===== src/afs_regs.svh =====
// constants for the appliance fault supervisor
`ifndef AFS_REGS_SVH
`define AFS_REGS_SVH
`define AFS_CLK_HZ 64'd250000000
`define AFS_FLOOD_S 64'd30
`define AFS_STALL_S 64'd30
`define AFS_BASKET_MIN 64'd2
`define AFS_RETRY_MIN 64'd8
`define AFS_OOB_HOLD_S 64'd10
`define AFS_SEC_PER_MIN 64'd60
`define AFS_TOPUP_MAX 3'd4
`define AFS_LEVEL_EMPTY 8'h00
`define AFS_FLOOD_LEVEL 8'hc0
`define AFS_CODE_NONE 8'h00
`define AFS_CODE_CTRL_MEM 8'h01
`define AFS_CODE_PRESS_READ 8'h02
`define AFS_CODE_CTRL_MEM_ALT 8'h03
`define AFS_CODE_PRESS_INVALID 8'h06
`define AFS_CODE_DISP_MEM 8'h07
`define AFS_CODE_LOCATION 8'h09
`define AFS_CODE_TEMP_LOW 8'h0a
`define AFS_CODE_PRESS_NEG 8'h0b
`define AFS_CODE_FLOOD 8'h0c
`define AFS_CODE_TOPUP 8'h24
`define AFS_CODE_STALL 8'h25
`define AFS_CODE_EMPTY_AGIT 8'h26
`define AFS_CODE_BASKET 8'h28
`define AFS_CODE_TEMP_HIGH 8'h29
`define AFS_CODE_OOB 8'h2b
`define AFS_CODE_SPIN_WATER 8'h2c
`define AFS_CODE_BASKET_UNK 8'h2f
`endif


===== src/afs_pkg.sv =====
// types shared by the fault supervisor files
package afs_pkg;
    typedef enum logic [1:0] {
        ST_RUN = 2'b00,
        ST_RETRY = 2'b01,
        ST_FAULT = 2'b10,
        ST_DIAG = 2'b11
    } afs_state_type;
    typedef struct packed {
        logic power_btn;
        logic advance_btn;
        logic diag_req;
        logic restart_en;
        logic agitating;
        logic draining;
        logic spinning;
        logic basket_check;
        logic topup;
        logic basket_engaged;
        logic basket_valid;
        logic ctrl_mem_err;
        logic ctrl_mem_err_alt;
        logic press_read_err;
        logic press_invalid;
        logic press_negative;
        logic disp_mem_err;
        logic location_sw;
        logic location_mem;
        logic temp_open;
        logic temp_low;
        logic temp_high;
        logic oob_sw;
        logic oob_open;
        logic [7:0] level;
    } afs_pins_type;
    typedef struct packed {
        logic [7:0] leds;
        logic beep;
        logic halt;
        logic pump;
        logic restart;
        logic diag;
        logic switch_view;
    } afs_ind_type;
endpackage


===== src/afs_sync.sv =====
// two flip-flop synchroniser for a group of pin inputs
`timescale 1ns/1ps
`default_nettype none
module afs_sync #(
    parameter int WIDTH = 1
) (
    input wire logic clk_in,
    input wire logic resetn_in,
    input wire logic [WIDTH-1:0] d_in,
    output logic [WIDTH-1:0] q_out
);
    logic [WIDTH-1:0] meta_q;
    generate
        if (WIDTH < 1) begin : g_bad
            $error("afs_sync: WIDTH must be at least 1");
        end
    endgenerate
    always_ff @(posedge clk_in) begin
        if (!resetn_in) begin
            meta_q <= '0;
            q_out <= '0;
        end else begin
            meta_q <= d_in;
            q_out <= meta_q;
        end
    end
endmodule
`default_nettype wire


===== src/afs_timer.sv =====
// qualifying timer: done holds once run has stayed high for CYCLES clocks
`timescale 1ns/1ps
`default_nettype none
module afs_timer #(
    parameter int WIDTH = 40,
    parameter longint unsigned CYCLES = 1
) (
    input wire logic clk_in,
    input wire logic resetn_in,
    input wire logic run_in,
    output logic done_out
);
    localparam logic [WIDTH-1:0] LIMIT = WIDTH'(CYCLES);
    logic [WIDTH-1:0] cnt_q;
    generate
        if (WIDTH < 2 || WIDTH > 63 || CYCLES < 1 || CYCLES >= (64'd1 << WIDTH)) begin : g_bad
            $error("afs_timer: CYCLES does not fit WIDTH");
        end
    endgenerate
    // count stops at the limit so done stays until run drops
    always_ff @(posedge clk_in) begin
        if (!resetn_in) begin
            cnt_q <= '0;
        end else if (!run_in) begin
            cnt_q <= '0;
        end else if (cnt_q != LIMIT) begin
            cnt_q <= cnt_q + 1'b1;
        end
    end
    assign done_out = (cnt_q == LIMIT);
endmodule
`default_nettype wire


===== src/afs_fault_supervisor.sv =====
// appliance fault supervisor: fault detection, fault display and diagnostic views
// Summary of operation
// - fault number shown in binary on eight progress leds, lit means one
// - each led has weight two to its position; lit weights sum to the code
// - in diagnostics, advance press toggles data view and switch-test view
// - power press in diagnostics returns the machine to normal running
// - on a fault halt the machine, show the code, beep continuously
// - memory errors give 1 or 3, pressure read 2, bad pressure 6, display 7
// - location switch differing from stored value gives code 9
// - open or too cold temperature sensor gives code 10
// - negative pressure while measuring level gives code 11
// - above flood level run pump, except in diagnostics; still above after 30 s gives 12
// - more than four top-ups in one agitate gives code 36
// - level unchanged over 30 s while draining gives code 37
// - empty level read while agitating gives code 38
// - basket stays disengaged with empty tub for 2 minutes gives 40
// - no valid basket status within that window gives 47 instead
// - temperature above upper limit gives code 41
// - balance switch stuck on or harness open gives code 43
// - water sensed during spin gives code 44
// - with restart enabled, retry up to 8 minutes before showing fault
`include "afs_regs.svh"
`timescale 1ns/1ps
`default_nettype none
module afs_fault_supervisor
    import afs_pkg::*;
#(
    parameter longint unsigned FLOOD_CYC = `AFS_FLOOD_S * `AFS_CLK_HZ,
    parameter longint unsigned STALL_CYC = `AFS_STALL_S * `AFS_CLK_HZ,
    parameter longint unsigned BASKET_CYC =
        `AFS_BASKET_MIN * `AFS_SEC_PER_MIN * `AFS_CLK_HZ,
    parameter longint unsigned RETRY_CYC =
        `AFS_RETRY_MIN * `AFS_SEC_PER_MIN * `AFS_CLK_HZ,
    parameter longint unsigned OOB_CYC = `AFS_OOB_HOLD_S * `AFS_CLK_HZ,
    parameter int TIMER_WIDTH = 40
) (
    input wire logic clk_in,
    input wire logic resetn_in,
    input wire afs_pins_type pins_in,
    output afs_ind_type ind_out
);
    afs_pins_type pin_s;
    afs_state_type state_q;
    afs_state_type state_d;
    afs_ind_type ind_q;
    logic [7:0] code_q;
    logic [7:0] raw_code;
    logic [7:0] last_level_q;
    logic [2:0] topup_cnt_q;
    logic pwr_q;
    logic adv_q;
    logic diag_req_q;
    logic topup_q;
    logic agit_q;
    logic pwr_edge;
    logic adv_edge;
    logic diag_edge;
    logic topup_edge;
    logic agit_start;
    logic level_empty;
    logic level_high;
    logic valid_seen_q;
    logic basket_run;
    logic stall_run;
    logic flood_done;
    logic stall_done;
    logic basket_done;
    logic retry_done;
    logic oob_done;
    logic f_location;
    logic f_temp_low;
    logic f_topup;
    logic f_oob;
    logic view_d;

    generate
        if (TIMER_WIDTH < 38 || TIMER_WIDTH > 63) begin : g_bad
            $error("afs_fault_supervisor: TIMER_WIDTH out of range");
        end
    endgenerate

    // every pin, level bus included, crosses in through two flops
    afs_sync #(
        .WIDTH($bits(afs_pins_type))
    ) u_sync (
        .clk_in(clk_in),
        .resetn_in(resetn_in),
        .d_in(pins_in),
        .q_out(pin_s)
    );

    always_ff @(posedge clk_in) begin
        if (!resetn_in) begin
            pwr_q <= 1'b0;
            adv_q <= 1'b0;
            diag_req_q <= 1'b0;
            topup_q <= 1'b0;
            agit_q <= 1'b0;
        end else begin
            pwr_q <= pin_s.power_btn;
            adv_q <= pin_s.advance_btn;
            diag_req_q <= pin_s.diag_req;
            topup_q <= pin_s.topup;
            agit_q <= pin_s.agitating;
        end
    end

    assign pwr_edge = pin_s.power_btn && !pwr_q;
    assign adv_edge = pin_s.advance_btn && !adv_q;
    assign diag_edge = pin_s.diag_req && !diag_req_q;
    assign topup_edge = pin_s.topup && !topup_q;
    assign agit_start = pin_s.agitating && !agit_q;
    assign level_empty = (pin_s.level == `AFS_LEVEL_EMPTY);
    assign level_high = (pin_s.level > `AFS_FLOOD_LEVEL);

    // flood: pump runs while high outside diagnostics, timer measures how long pumping fails
    afs_timer #(
        .WIDTH(TIMER_WIDTH),
        .CYCLES(FLOOD_CYC)
    ) u_flood (
        .clk_in(clk_in),
        .resetn_in(resetn_in),
        .run_in(level_high),
        .done_out(flood_done)
    );

    // level unchanged while draining means the pump is blocked
    always_ff @(posedge clk_in) begin
        if (!resetn_in) begin
            last_level_q <= `AFS_LEVEL_EMPTY;
        end else begin
            last_level_q <= pin_s.level;
        end
    end
    assign stall_run = pin_s.draining && (pin_s.level == last_level_q);

    afs_timer #(
        .WIDTH(TIMER_WIDTH),
        .CYCLES(STALL_CYC)
    ) u_stall (
        .clk_in(clk_in),
        .resetn_in(resetn_in),
        .run_in(stall_run),
        .done_out(stall_done)
    );

    // top-ups counted per agitate phase; saturates one past the limit
    always_ff @(posedge clk_in) begin
        if (!resetn_in) begin
            topup_cnt_q <= 3'h0;
        end else if (agit_start) begin
            topup_cnt_q <= 3'h0;
        end else if (pin_s.agitating && topup_edge && topup_cnt_q <= `AFS_TOPUP_MAX) begin
            topup_cnt_q <= topup_cnt_q + 3'h1;
        end
    end
    assign f_topup = (topup_cnt_q > `AFS_TOPUP_MAX);

    // basket check window with an empty tub and a disengaged basket
    assign basket_run = pin_s.basket_check && level_empty && !pin_s.basket_engaged;

    always_ff @(posedge clk_in) begin
        if (!resetn_in) begin
            valid_seen_q <= 1'b0;
        end else if (!basket_run) begin
            valid_seen_q <= 1'b0;
        end else if (pin_s.basket_valid) begin
            valid_seen_q <= 1'b1;
        end
    end

    afs_timer #(
        .WIDTH(TIMER_WIDTH),
        .CYCLES(BASKET_CYC)
    ) u_basket (
        .clk_in(clk_in),
        .resetn_in(resetn_in),
        .run_in(basket_run),
        .done_out(basket_done)
    );

    // a stuck balance switch only counts once held for the hold time
    afs_timer #(
        .WIDTH(TIMER_WIDTH),
        .CYCLES(OOB_CYC)
    ) u_oob (
        .clk_in(clk_in),
        .resetn_in(resetn_in),
        .run_in(pin_s.oob_sw),
        .done_out(oob_done)
    );
    assign f_oob = oob_done || pin_s.oob_open;

    afs_timer #(
        .WIDTH(TIMER_WIDTH),
        .CYCLES(RETRY_CYC)
    ) u_retry (
        .clk_in(clk_in),
        .resetn_in(resetn_in),
        .run_in(state_q == ST_RETRY),
        .done_out(retry_done)
    );

    assign f_location = (pin_s.location_sw != pin_s.location_mem);
    assign f_temp_low = pin_s.temp_open || pin_s.temp_low;

    // lowest code wins when several faults show up together
    always_comb begin
        raw_code = `AFS_CODE_NONE;
        if (pin_s.ctrl_mem_err) begin
            raw_code = `AFS_CODE_CTRL_MEM;
        end else if (pin_s.press_read_err) begin
            raw_code = `AFS_CODE_PRESS_READ;
        end else if (pin_s.ctrl_mem_err_alt) begin
            raw_code = `AFS_CODE_CTRL_MEM_ALT;
        end else if (pin_s.press_invalid) begin
            raw_code = `AFS_CODE_PRESS_INVALID;
        end else if (pin_s.disp_mem_err) begin
            raw_code = `AFS_CODE_DISP_MEM;
        end else if (f_location) begin
            raw_code = `AFS_CODE_LOCATION;
        end else if (f_temp_low) begin
            raw_code = `AFS_CODE_TEMP_LOW;
        end else if (pin_s.press_negative) begin
            raw_code = `AFS_CODE_PRESS_NEG;
        end else if (level_high && flood_done) begin
            raw_code = `AFS_CODE_FLOOD;
        end else if (f_topup) begin
            raw_code = `AFS_CODE_TOPUP;
        end else if (stall_done) begin
            raw_code = `AFS_CODE_STALL;
        end else if (pin_s.agitating && level_empty) begin
            raw_code = `AFS_CODE_EMPTY_AGIT;
        end else if (basket_done && valid_seen_q) begin
            raw_code = `AFS_CODE_BASKET;
        end else if (pin_s.temp_high) begin
            raw_code = `AFS_CODE_TEMP_HIGH;
        end else if (f_oob) begin
            raw_code = `AFS_CODE_OOB;
        end else if (pin_s.spinning && !level_empty) begin
            raw_code = `AFS_CODE_SPIN_WATER;
        end else if (basket_done) begin
            raw_code = `AFS_CODE_BASKET_UNK;
        end
    end

    // fault state is left only by power removal, i.e. reset
    always_comb begin
        state_d = state_q;
        case (state_q)
            ST_RUN: begin
                if (raw_code != `AFS_CODE_NONE) begin
                    state_d = pin_s.restart_en ? ST_RETRY : ST_FAULT;
                end else if (diag_edge) begin
                    state_d = ST_DIAG;
                end
            end
            ST_RETRY: begin
                if (raw_code == `AFS_CODE_NONE) begin
                    state_d = ST_RUN;
                end else if (retry_done) begin
                    state_d = ST_FAULT;
                end
            end
            ST_FAULT: begin
                state_d = ST_FAULT;
            end
            ST_DIAG: begin
                if (pwr_edge) begin
                    state_d = ST_RUN;
                end
            end
            default: begin
                state_d = ST_RUN;
            end
        endcase
    end

    always_ff @(posedge clk_in) begin
        if (!resetn_in) begin
            state_q <= ST_RUN;
        end else begin
            state_q <= state_d;
        end
    end

    // fault number captured on entry to fault; kept for the data view
    always_ff @(posedge clk_in) begin
        if (!resetn_in) begin
            code_q <= `AFS_CODE_NONE;
        end else if (state_q != ST_FAULT && state_d == ST_FAULT) begin
            code_q <= raw_code;
        end
    end

    // next view also picks the leds, so flag and pattern change on one edge
    assign view_d = (state_q == ST_DIAG) && (ind_q.switch_view ^ adv_edge);

    // outputs registered one clock behind the state
    always_ff @(posedge clk_in) begin
        if (!resetn_in) begin
            ind_q <= '0;
        end else begin
            ind_q.pump <= level_high && state_q != ST_DIAG;
            ind_q.halt <= (state_q == ST_FAULT);
            ind_q.beep <= (state_q == ST_FAULT);
            ind_q.restart <= (state_q == ST_RETRY);
            ind_q.diag <= (state_q == ST_DIAG);
            ind_q.switch_view <= view_d;
            if (state_q == ST_FAULT) begin
                ind_q.leds <= code_q;
            end else if (state_q == ST_DIAG && view_d) begin
                ind_q.leds <= {6'h00, pin_s.oob_sw, pin_s.location_sw};
            end else if (state_q == ST_DIAG) begin
                ind_q.leds <= code_q;
            end else begin
                ind_q.leds <= `AFS_CODE_NONE;
            end
        end
    end
    assign ind_out = ind_q;

    function automatic logic [8:0] led_weight_sum(input logic [7:0] leds);
        logic [8:0] sum;
        sum = 9'h000;
        for (int i = 0; i < 8; i++) begin
            if (leds[i]) begin
                sum = sum + 9'(1 << i);
            end
        end
        return sum;
    endfunction
endmodule
`default_nettype wire


===== config.mk =====
export PLATFORM = sky130hd
export DESIGN_NAME = afs_fault_supervisor
export DESIGN_NICKNAME = d
export VERILOG_FILES = /design/src/afs_pkg.sv /design/src/afs_sync.sv /design/src/afs_timer.sv /design/src/afs_fault_supervisor.sv
export VERILOG_INCLUDE_DIRS = /design/src
export SDC_FILE = /design/constraint.sdc
export NUM_CORES = 1
export LEC_CHECK = 0
export BUFFER_PORTS_ARGS = -buffer_cell sky130_fd_sc_hd__buf_2
export CORE_ASPECT_RATIO = 0.6
export CORE_UTILIZATION = 50
export DETAILED_ROUTE_END_ITERATION = 10
export MAX_ROUTING_LAYER = met4
export PLACE_DENSITY = 0.71
export SYNTH_ARGS = -nofsm -noshare
export SYNTH_HDL_FRONTEND = slang
export SYNTH_SLANG_ARGS = --single-unit

===== constraint.sdc =====
create_clock -name clk_in -period 3.4 [get_ports clk_in]
set_input_delay 0 -clock clk_in [delete_from_list [all_inputs] [get_ports clk_in]]
set_output_delay 0 -clock clk_in [all_outputs]
set_load 0.03 [all_outputs]

Word level (Yosys, flattened, before mapping) --
Index checks and enable logic that the tools add are counted.
Cells by class: add/subtract/negate cells 6, multiply operators 0, div/mod/pow operators 0, order comparisons 3, equal/unequal tests 18, shift operators 0, multiplexer cells 27, bitwise operators 2, reduce and logical (&&, ||, !) cells 37
Operators with widths (count):
- adder 40 x 1 -> 40 bit, second input constant | 5
- 2-to-1 mux 6 bit | 17
- equality test 40 x 33 -> 1 bit, second input constant | 2
- inequality test 40 x 33 -> 1 bit, second input constant | 2
- equality test 40 x 32 -> 1 bit, second input constant | 1
- equality test 40 x 35 -> 1 bit, second input constant | 1
- equality test 40 x 37 -> 1 bit, second input constant | 1
- inequality test 40 x 32 -> 1 bit, second input constant | 1
- inequality test 40 x 35 -> 1 bit, second input constant | 1
- inequality test 40 x 37 -> 1 bit, second input constant | 1
- 2-to-1 mux 8 bit | 3
- logical AND 1 bit | 18
- zero test 8 bit | 2
- 2-to-1 mux 2 bit | 6
- AND reduction 2 bit | 5
- equality test 8 bit | 1
- greater-than comparator 8 bit, second input constant | 1
- one-hot mux 2 bit (4 select lines) | 1
- nonzero test 8 bit | 1
- zero test 1 bit | 7
- equality test 2 bit, second input constant | 3
- inequality test 2 bit, second input constant | 2
- adder 3 x 1 -> 3 bit, second input constant | 1
- greater-than comparator 3 bit, second input constant | 1
- other kinds (8) | 9
Word-level totals: register bits after elaboration 304, bits in latches 0, bits in writable memories 0, memory bits (read-only) 0, bits of input ports 34, output and inout port bits 14, word-level logic and storage cells 116, memories 0

Depth between registers and ports, before layout --
depth after elaboration 24, mapped depth 10, gate-level depth less buffers 9

Cells and area by module --
Synthesis repeated with hierarchy kept, for this count alone.
Unflattened totals: cell total of the unflattened synthesis 1532, area, all modules 13709.4 µm²
By module, submodules not included:
- afs_timer at u_oob | times used 1, cells each 250, area each 2147.1 µm², sequential area each 800.8 µm²
- afs_timer at u_flood | times used 1, cells each 251, area each 2117.0 µm², sequential area each 800.8 µm²
- afs_timer at u_stall | times used 1, cells each 234, area each 2014.4 µm², sequential area each 800.8 µm²
- afs_timer at u_retry | times used 1, cells each 236, area each 1991.9 µm², sequential area each 800.8 µm²
- afs_timer at u_basket | times used 1, cells each 236, area each 1956.9 µm², sequential area each 800.8 µm²
- afs_sync | times used 1, cells each 134, area each 1791.7 µm², sequential area each 1281.2 µm²
- afs_fault_supervisor | times used 1, cells each 191, area each 1690.4 µm², sequential area each 680.7 µm²

Worst setup path before layout --
Ideal clock, no wire load.
path type register to register, from register u_basket.cnt_q[0], to register code_q[2], data arrival time 2.296 ns, slack 0.986 ns, cell stages (with the launch flop) 9, path buffers 0, path through dfxtp_1 inv_1 ha_1 or4b_2 nor4_1 nand3_1 mux2i_1 a2111o_1 a32o_1
On the way: longest elaborated chain between the ends 23, elaborated cells between the ends (all ways) 26
Ends and longest elaborated chain:
- from (decl) | line afs_timer.sv:14 | logic [WIDTH-1:0] cnt_q;
- from (signal assigned) | line afs_timer.sv:27 | cnt_q <= cnt_q + 1'b1;
- equality test 40 x 35 -> 1 bit (*) | line afs_timer.sv:30 | assign done_out = (cnt_q == LIMIT);
- 2-to-1 mux 6 bit | line afs_fault_supervisor.sv:242 | end else if (basket_done) begin
- 2-to-1 mux 6 bit | line afs_fault_supervisor.sv:240 | end else if (pin_s.spinning && !level_empty) begin
- 2-to-1 mux 6 bit | line afs_fault_supervisor.sv:238 | end else if (f_oob) begin
- 2-to-1 mux 6 bit | line afs_fault_supervisor.sv:236 | end else if (pin_s.temp_high) begin
- 2-to-1 mux 6 bit (*) | line afs_fault_supervisor.sv:234 | end else if (basket_done && valid_seen_q) begin
- 2-to-1 mux 6 bit (*) | line afs_fault_supervisor.sv:232 | end else if (pin_s.agitating && level_empty) begin
- 2-to-1 mux 6 bit (*) | line afs_fault_supervisor.sv:230 | end else if (stall_done) begin
- [7 not listed]
- 2-to-1 mux 6 bit (*) | line afs_fault_supervisor.sv:214 | end else if (pin_s.ctrl_mem_err_alt) begin
- 2-to-1 mux 6 bit (*) | line afs_fault_supervisor.sv:212 | end else if (pin_s.press_read_err) begin
- 2-to-1 mux 6 bit (*) | line afs_fault_supervisor.sv:210 | if (pin_s.ctrl_mem_err) begin
- zero test 8 bit (no line) / nonzero test 8 bit (equally long branches)
- 2-to-1 mux 2 bit (on tied branches) | line afs_fault_supervisor.sv:259, afs_fault_supervisor.sv:252
- one-hot mux 2 bit (4 select lines) | line afs_fault_supervisor.sv:250 | case (state_q)
- equality test 2 bit | line afs_fault_supervisor.sv:291 | end else if (state_q != ST_FAULT && state_d == ST_FAULT) begin
- logical AND 1 bit | line afs_fault_supervisor.sv:291
- to (signal assigned) | line afs_fault_supervisor.sv:290 | code_q <= `AFS_CODE_NONE;
- to (signal assigned) | line afs_fault_supervisor.sv:292 | code_q <= raw_code;
- to (decl) | line afs_fault_supervisor.sv:46 | logic [7:0] code_q;
Every way passes the cells marked *; elsewhere a longest branch is shown, timed or not. A chain may end at the register's enable or synchronous reset.

Worst setup path after layout --
from register u_basket.cnt_q[0], to register code_q[1]
Same word-level chain as after synthesis.

==> impl_metrics.ini <==
[outcome]
status = complete, no violations

[min_path]
hold_path_class = in2reg
holdPathStages = 3
holdPathEnd = u_sync.meta_q[0]
hold_start = pins_in[0]

[clock_network]
cts.path.max_buffers = 3
clk-insertion-delay-late_ps = 540
root_buffer = clkbuf_16
clkSinkCount = 298
postCtsSetupBuffers = 0
cts_tree = done
ctsHoldBuffers = 37
cts_resized = 0
htreeDepth = 1
clk_pin_slew_ps = 60
cts_buffers = 27

[drt]
drcViolationCount = 0
drtPass1Iterations = 4
drtIter0Drc = 810
finalWirelength_um = 25400
num_vias = 9636
vias_per_cell = 5.29
wl_per_cell_um = 14.0
antenna_left = 0

[critical_path]
r2r_slack_ps = 670
crit_path_cell_trace = inv_1, ha_1, or4b_2, nor4_1, nand3_1, nand3b_1, nor3_2, o21a_1, a22o_1
crit_type = reg2reg
worst-path-max-fanout = 9
crit_start = u_basket.cnt_q[0]
rr_endpoint = code_q[1]
cp.required_ps = 3830
worstSetupStartpointType = flop
cp_top_family = simple AND/OR/NAND/NOR gates
cp-end-kind = flop
worstPathArrival_ps = 3160
rr_worst_depth = 9
cpPeakStageDelay_ps = 590
r2r-start = u_basket.cnt_q[0]
worst-path-buf-inv = 1
critPathSlowestCell = or4b_2

[timing]
fmax_mhz = 366
finalSetupViolations = 0
finClkSkew_ps = 15.4
rsz0062_at_grt = no
relSlewSlack_pct = 51.6
fin_crit_sh_pct = 80.3
hold_violations = 0
drv_slew = 0
period_minus_slack_ps = 2730
worst_pin_slew_ps = 719
tns_ps = 0

[synth]
synthCells = 1397
yosys_warnings = 0
synthTopCellsByArea = dfxtp_1, xor2_1, nor2_1
syn_area_um2 = 12500
synth_edf_count = 0
synth_cell_type_count = 57
synth_top_area_share_pct = 47.7
ys.flop_type = dfxtp_1
synth-seq-cells = 298
ys_seq_area_share_pct = 47.7
syn_avg_cell_area_um2 = 8.95
synthArstFlopShare_pct = 0
yosysTopAreaCell = dfxtp_1

[power_and_ir_drop]
power.density_nw_per_um2 = 481
p_leak_nw = 4.90
ir_worst_vdd_uv = 395

[layout]
design_area_um2 = 14300
nets = 1524
drive_above_1_share_pct = 8.01
area_growth_pct = 14.5
n_antenna_cell = 0

[global_routing]
grt_pass1_vias = 8575
grt-ovfl-total = 0
grt_first_pass_wirelength_um = 42700
grt_max_degree = 42
antenna_found_initial = 0
grtUsageTotal_pct = 20.7

[floorplan]
pin_count = 48
die_h_um = 124
fp-row-count = 44
die_x_um = 206
dieArea_um2 = 25700
core-area_um2 = 24300
start_util_pct = 51.4

[placement]
dp_hpwl_um = 17600
placedInstanceArea_um2 = 13000
routabilityCongestion = 0.867
io_buffers = 44

[job]
maxCapViolCount = 0
==> per-stage QoR <==
| stage | hold WS [ps] | utilization (%) | worst slack, ps | power (mW) | std cells |
|---|---|---|---|---|---|
| 2_1_floorplan | 127 | - | 986 | 3.78 | 1399 |
| 4_1_cts | 180 | 58.8 | 670 | 6.95 | 1820 |
| 5_1_grt | 210 | 58.8 | 500 | 7.13 | 1820 |
| 6_report | 199 | 58.8 | 670 | 6.88 | 1820 |
| 3_3_place_gp | 205 | 53.6 | 795 | 3.83 | 1734 |
| 3_5_place_dp | 210 | 53.6 | 679 | 3.84 | 1734 |
==> state kept, by name, indices dropped and copies added (netlist names) <==
signal	cells
adv_q	1
agit_q	1
code_q	5
diag_req_q	1
ind_out	10
last_level_q	8
pwr_q	1
state_q	2
topup_cnt_q	3
topup_q	1
u_basket.cnt_q	40
u_flood.cnt_q	40
u_oob.cnt_q	40
u_retry.cnt_q	40
u_stall.cnt_q	40
u_sync.meta_q	32
u_sync.q_out	32
valid_seen_q	1
==> cell usage in the layout (no fill, tap or decap), types with 8 or more instances in the layout <==
cell type | Yosys | final
nand3_1 | 80 | 80
and2_1 | 90 | 90
inv_1 | 28 | 28
nand2_1 | 97 | 97
clkbuf_16 | 0 | 27
ha_1 | 12 | 12
and4_1 | 21 | 21
buf_4 | 4 | 12
dlygate4sd3_1 | 0 | 37
nor3_1 | 18 | 18
nor2_1 | 219 | 219
nor4_1 | 26 | 26
xnor2_1 | 51 | 51
o21ai_0 | 37 | 37
mux2i_1 | 8 | 8
dfxtp_1 | 298 | 298
or3_1 | 36 | 36
buf_2 | 2 | 44
nor4bb_1 | 8 | 8
a21oi_1 | 39 | 39
nand4_1 | 50 | 50
xor2_1 | 123 | 123
nor4b_1 | 14 | 14
and3_1 | 32 | 32
==> area by class of cell <==
| type | instances | area, um2 |
|---|---|---|
| timing repair buffer | 93 | 681 |
| inverter | 28 | 105 |
| sequential | 298 | 5970 |
| clock buffer | 32 | 714 |
| clock inverter | 17 | 189 |
| multi-input combinational | 1030 | 6250 |
| tap | 322 | 403 |
| fill | 2093 | 10000 |
==> tightest hold or removal path, cell delays in order <==
cell and delay [ps]:
dlygate4sd3_1 510, buf_2 90, and2_1 100
==> cell families after synthesis <==
logic type | share of synthesized area [%]
and+or+nand+nor | 31.5
AOI/OAI and AO/OA | 4.37
DFF | 47.7
adders and majority gates | 1.20
buffers and inverters | 2.33
other | 0.0300
muxes | 0.641
xor gates and xnor gates | 12.2
==> layer usage <==
metal	part of all wire, %	wire length, um	track usage, %
met3	4.8	1210	3.58
met2	39	9840	27.0
met1	54	13900	32.4
met5	0	0	-
met4	2.1	536	4.50
==> where the power goes <==
group	switching [mW]	total [mW]	leakage [nW]	internal [mW]
sequential	0.0303	3.57	2.42	3.54
combinational	0.112	0.218	2.05	0.106
clock	1.34	3.09	0.440	1.75
total	1.49	6.88	4.90	5.40
==> synth_stat cells (all sizes together), types with 2 or more instances <==
cell type,count
a211oi,2
a21oi,39
a32o,2
and2,90
and3,32
and4,21
buf,10
clkbuf,33
dfxtp,298
ha,12
inv,28
mux2i,8
nand2,98
nand2b,5
nand3,80
nand3b,5
nand4,50
nand4b,4
nor2,219
nor2b,4
nor3,21
nor4,33
nor4b,15
nor4bb,8
o21a,4
o21ai,37
o31a,2
or2,4
or3,36
or4,7
or4b,2
xnor2,51
xor2,123
==> how the worst max path moves through the flow <==
stage / to / slack, ps / cells after the start
final: code_q[1] / 670 / 9
after global placement: code_q[1] / 790 / 9
after floorplan: code_q[2] / 990 / 8
after detailed placement: code_q[1] / 680 / 9
after CTS: code_q[1] / 670 / 9
after global routing: code_q[1] / 500 / 9
No activity file was read; power rests on OpenSTA's default activity.
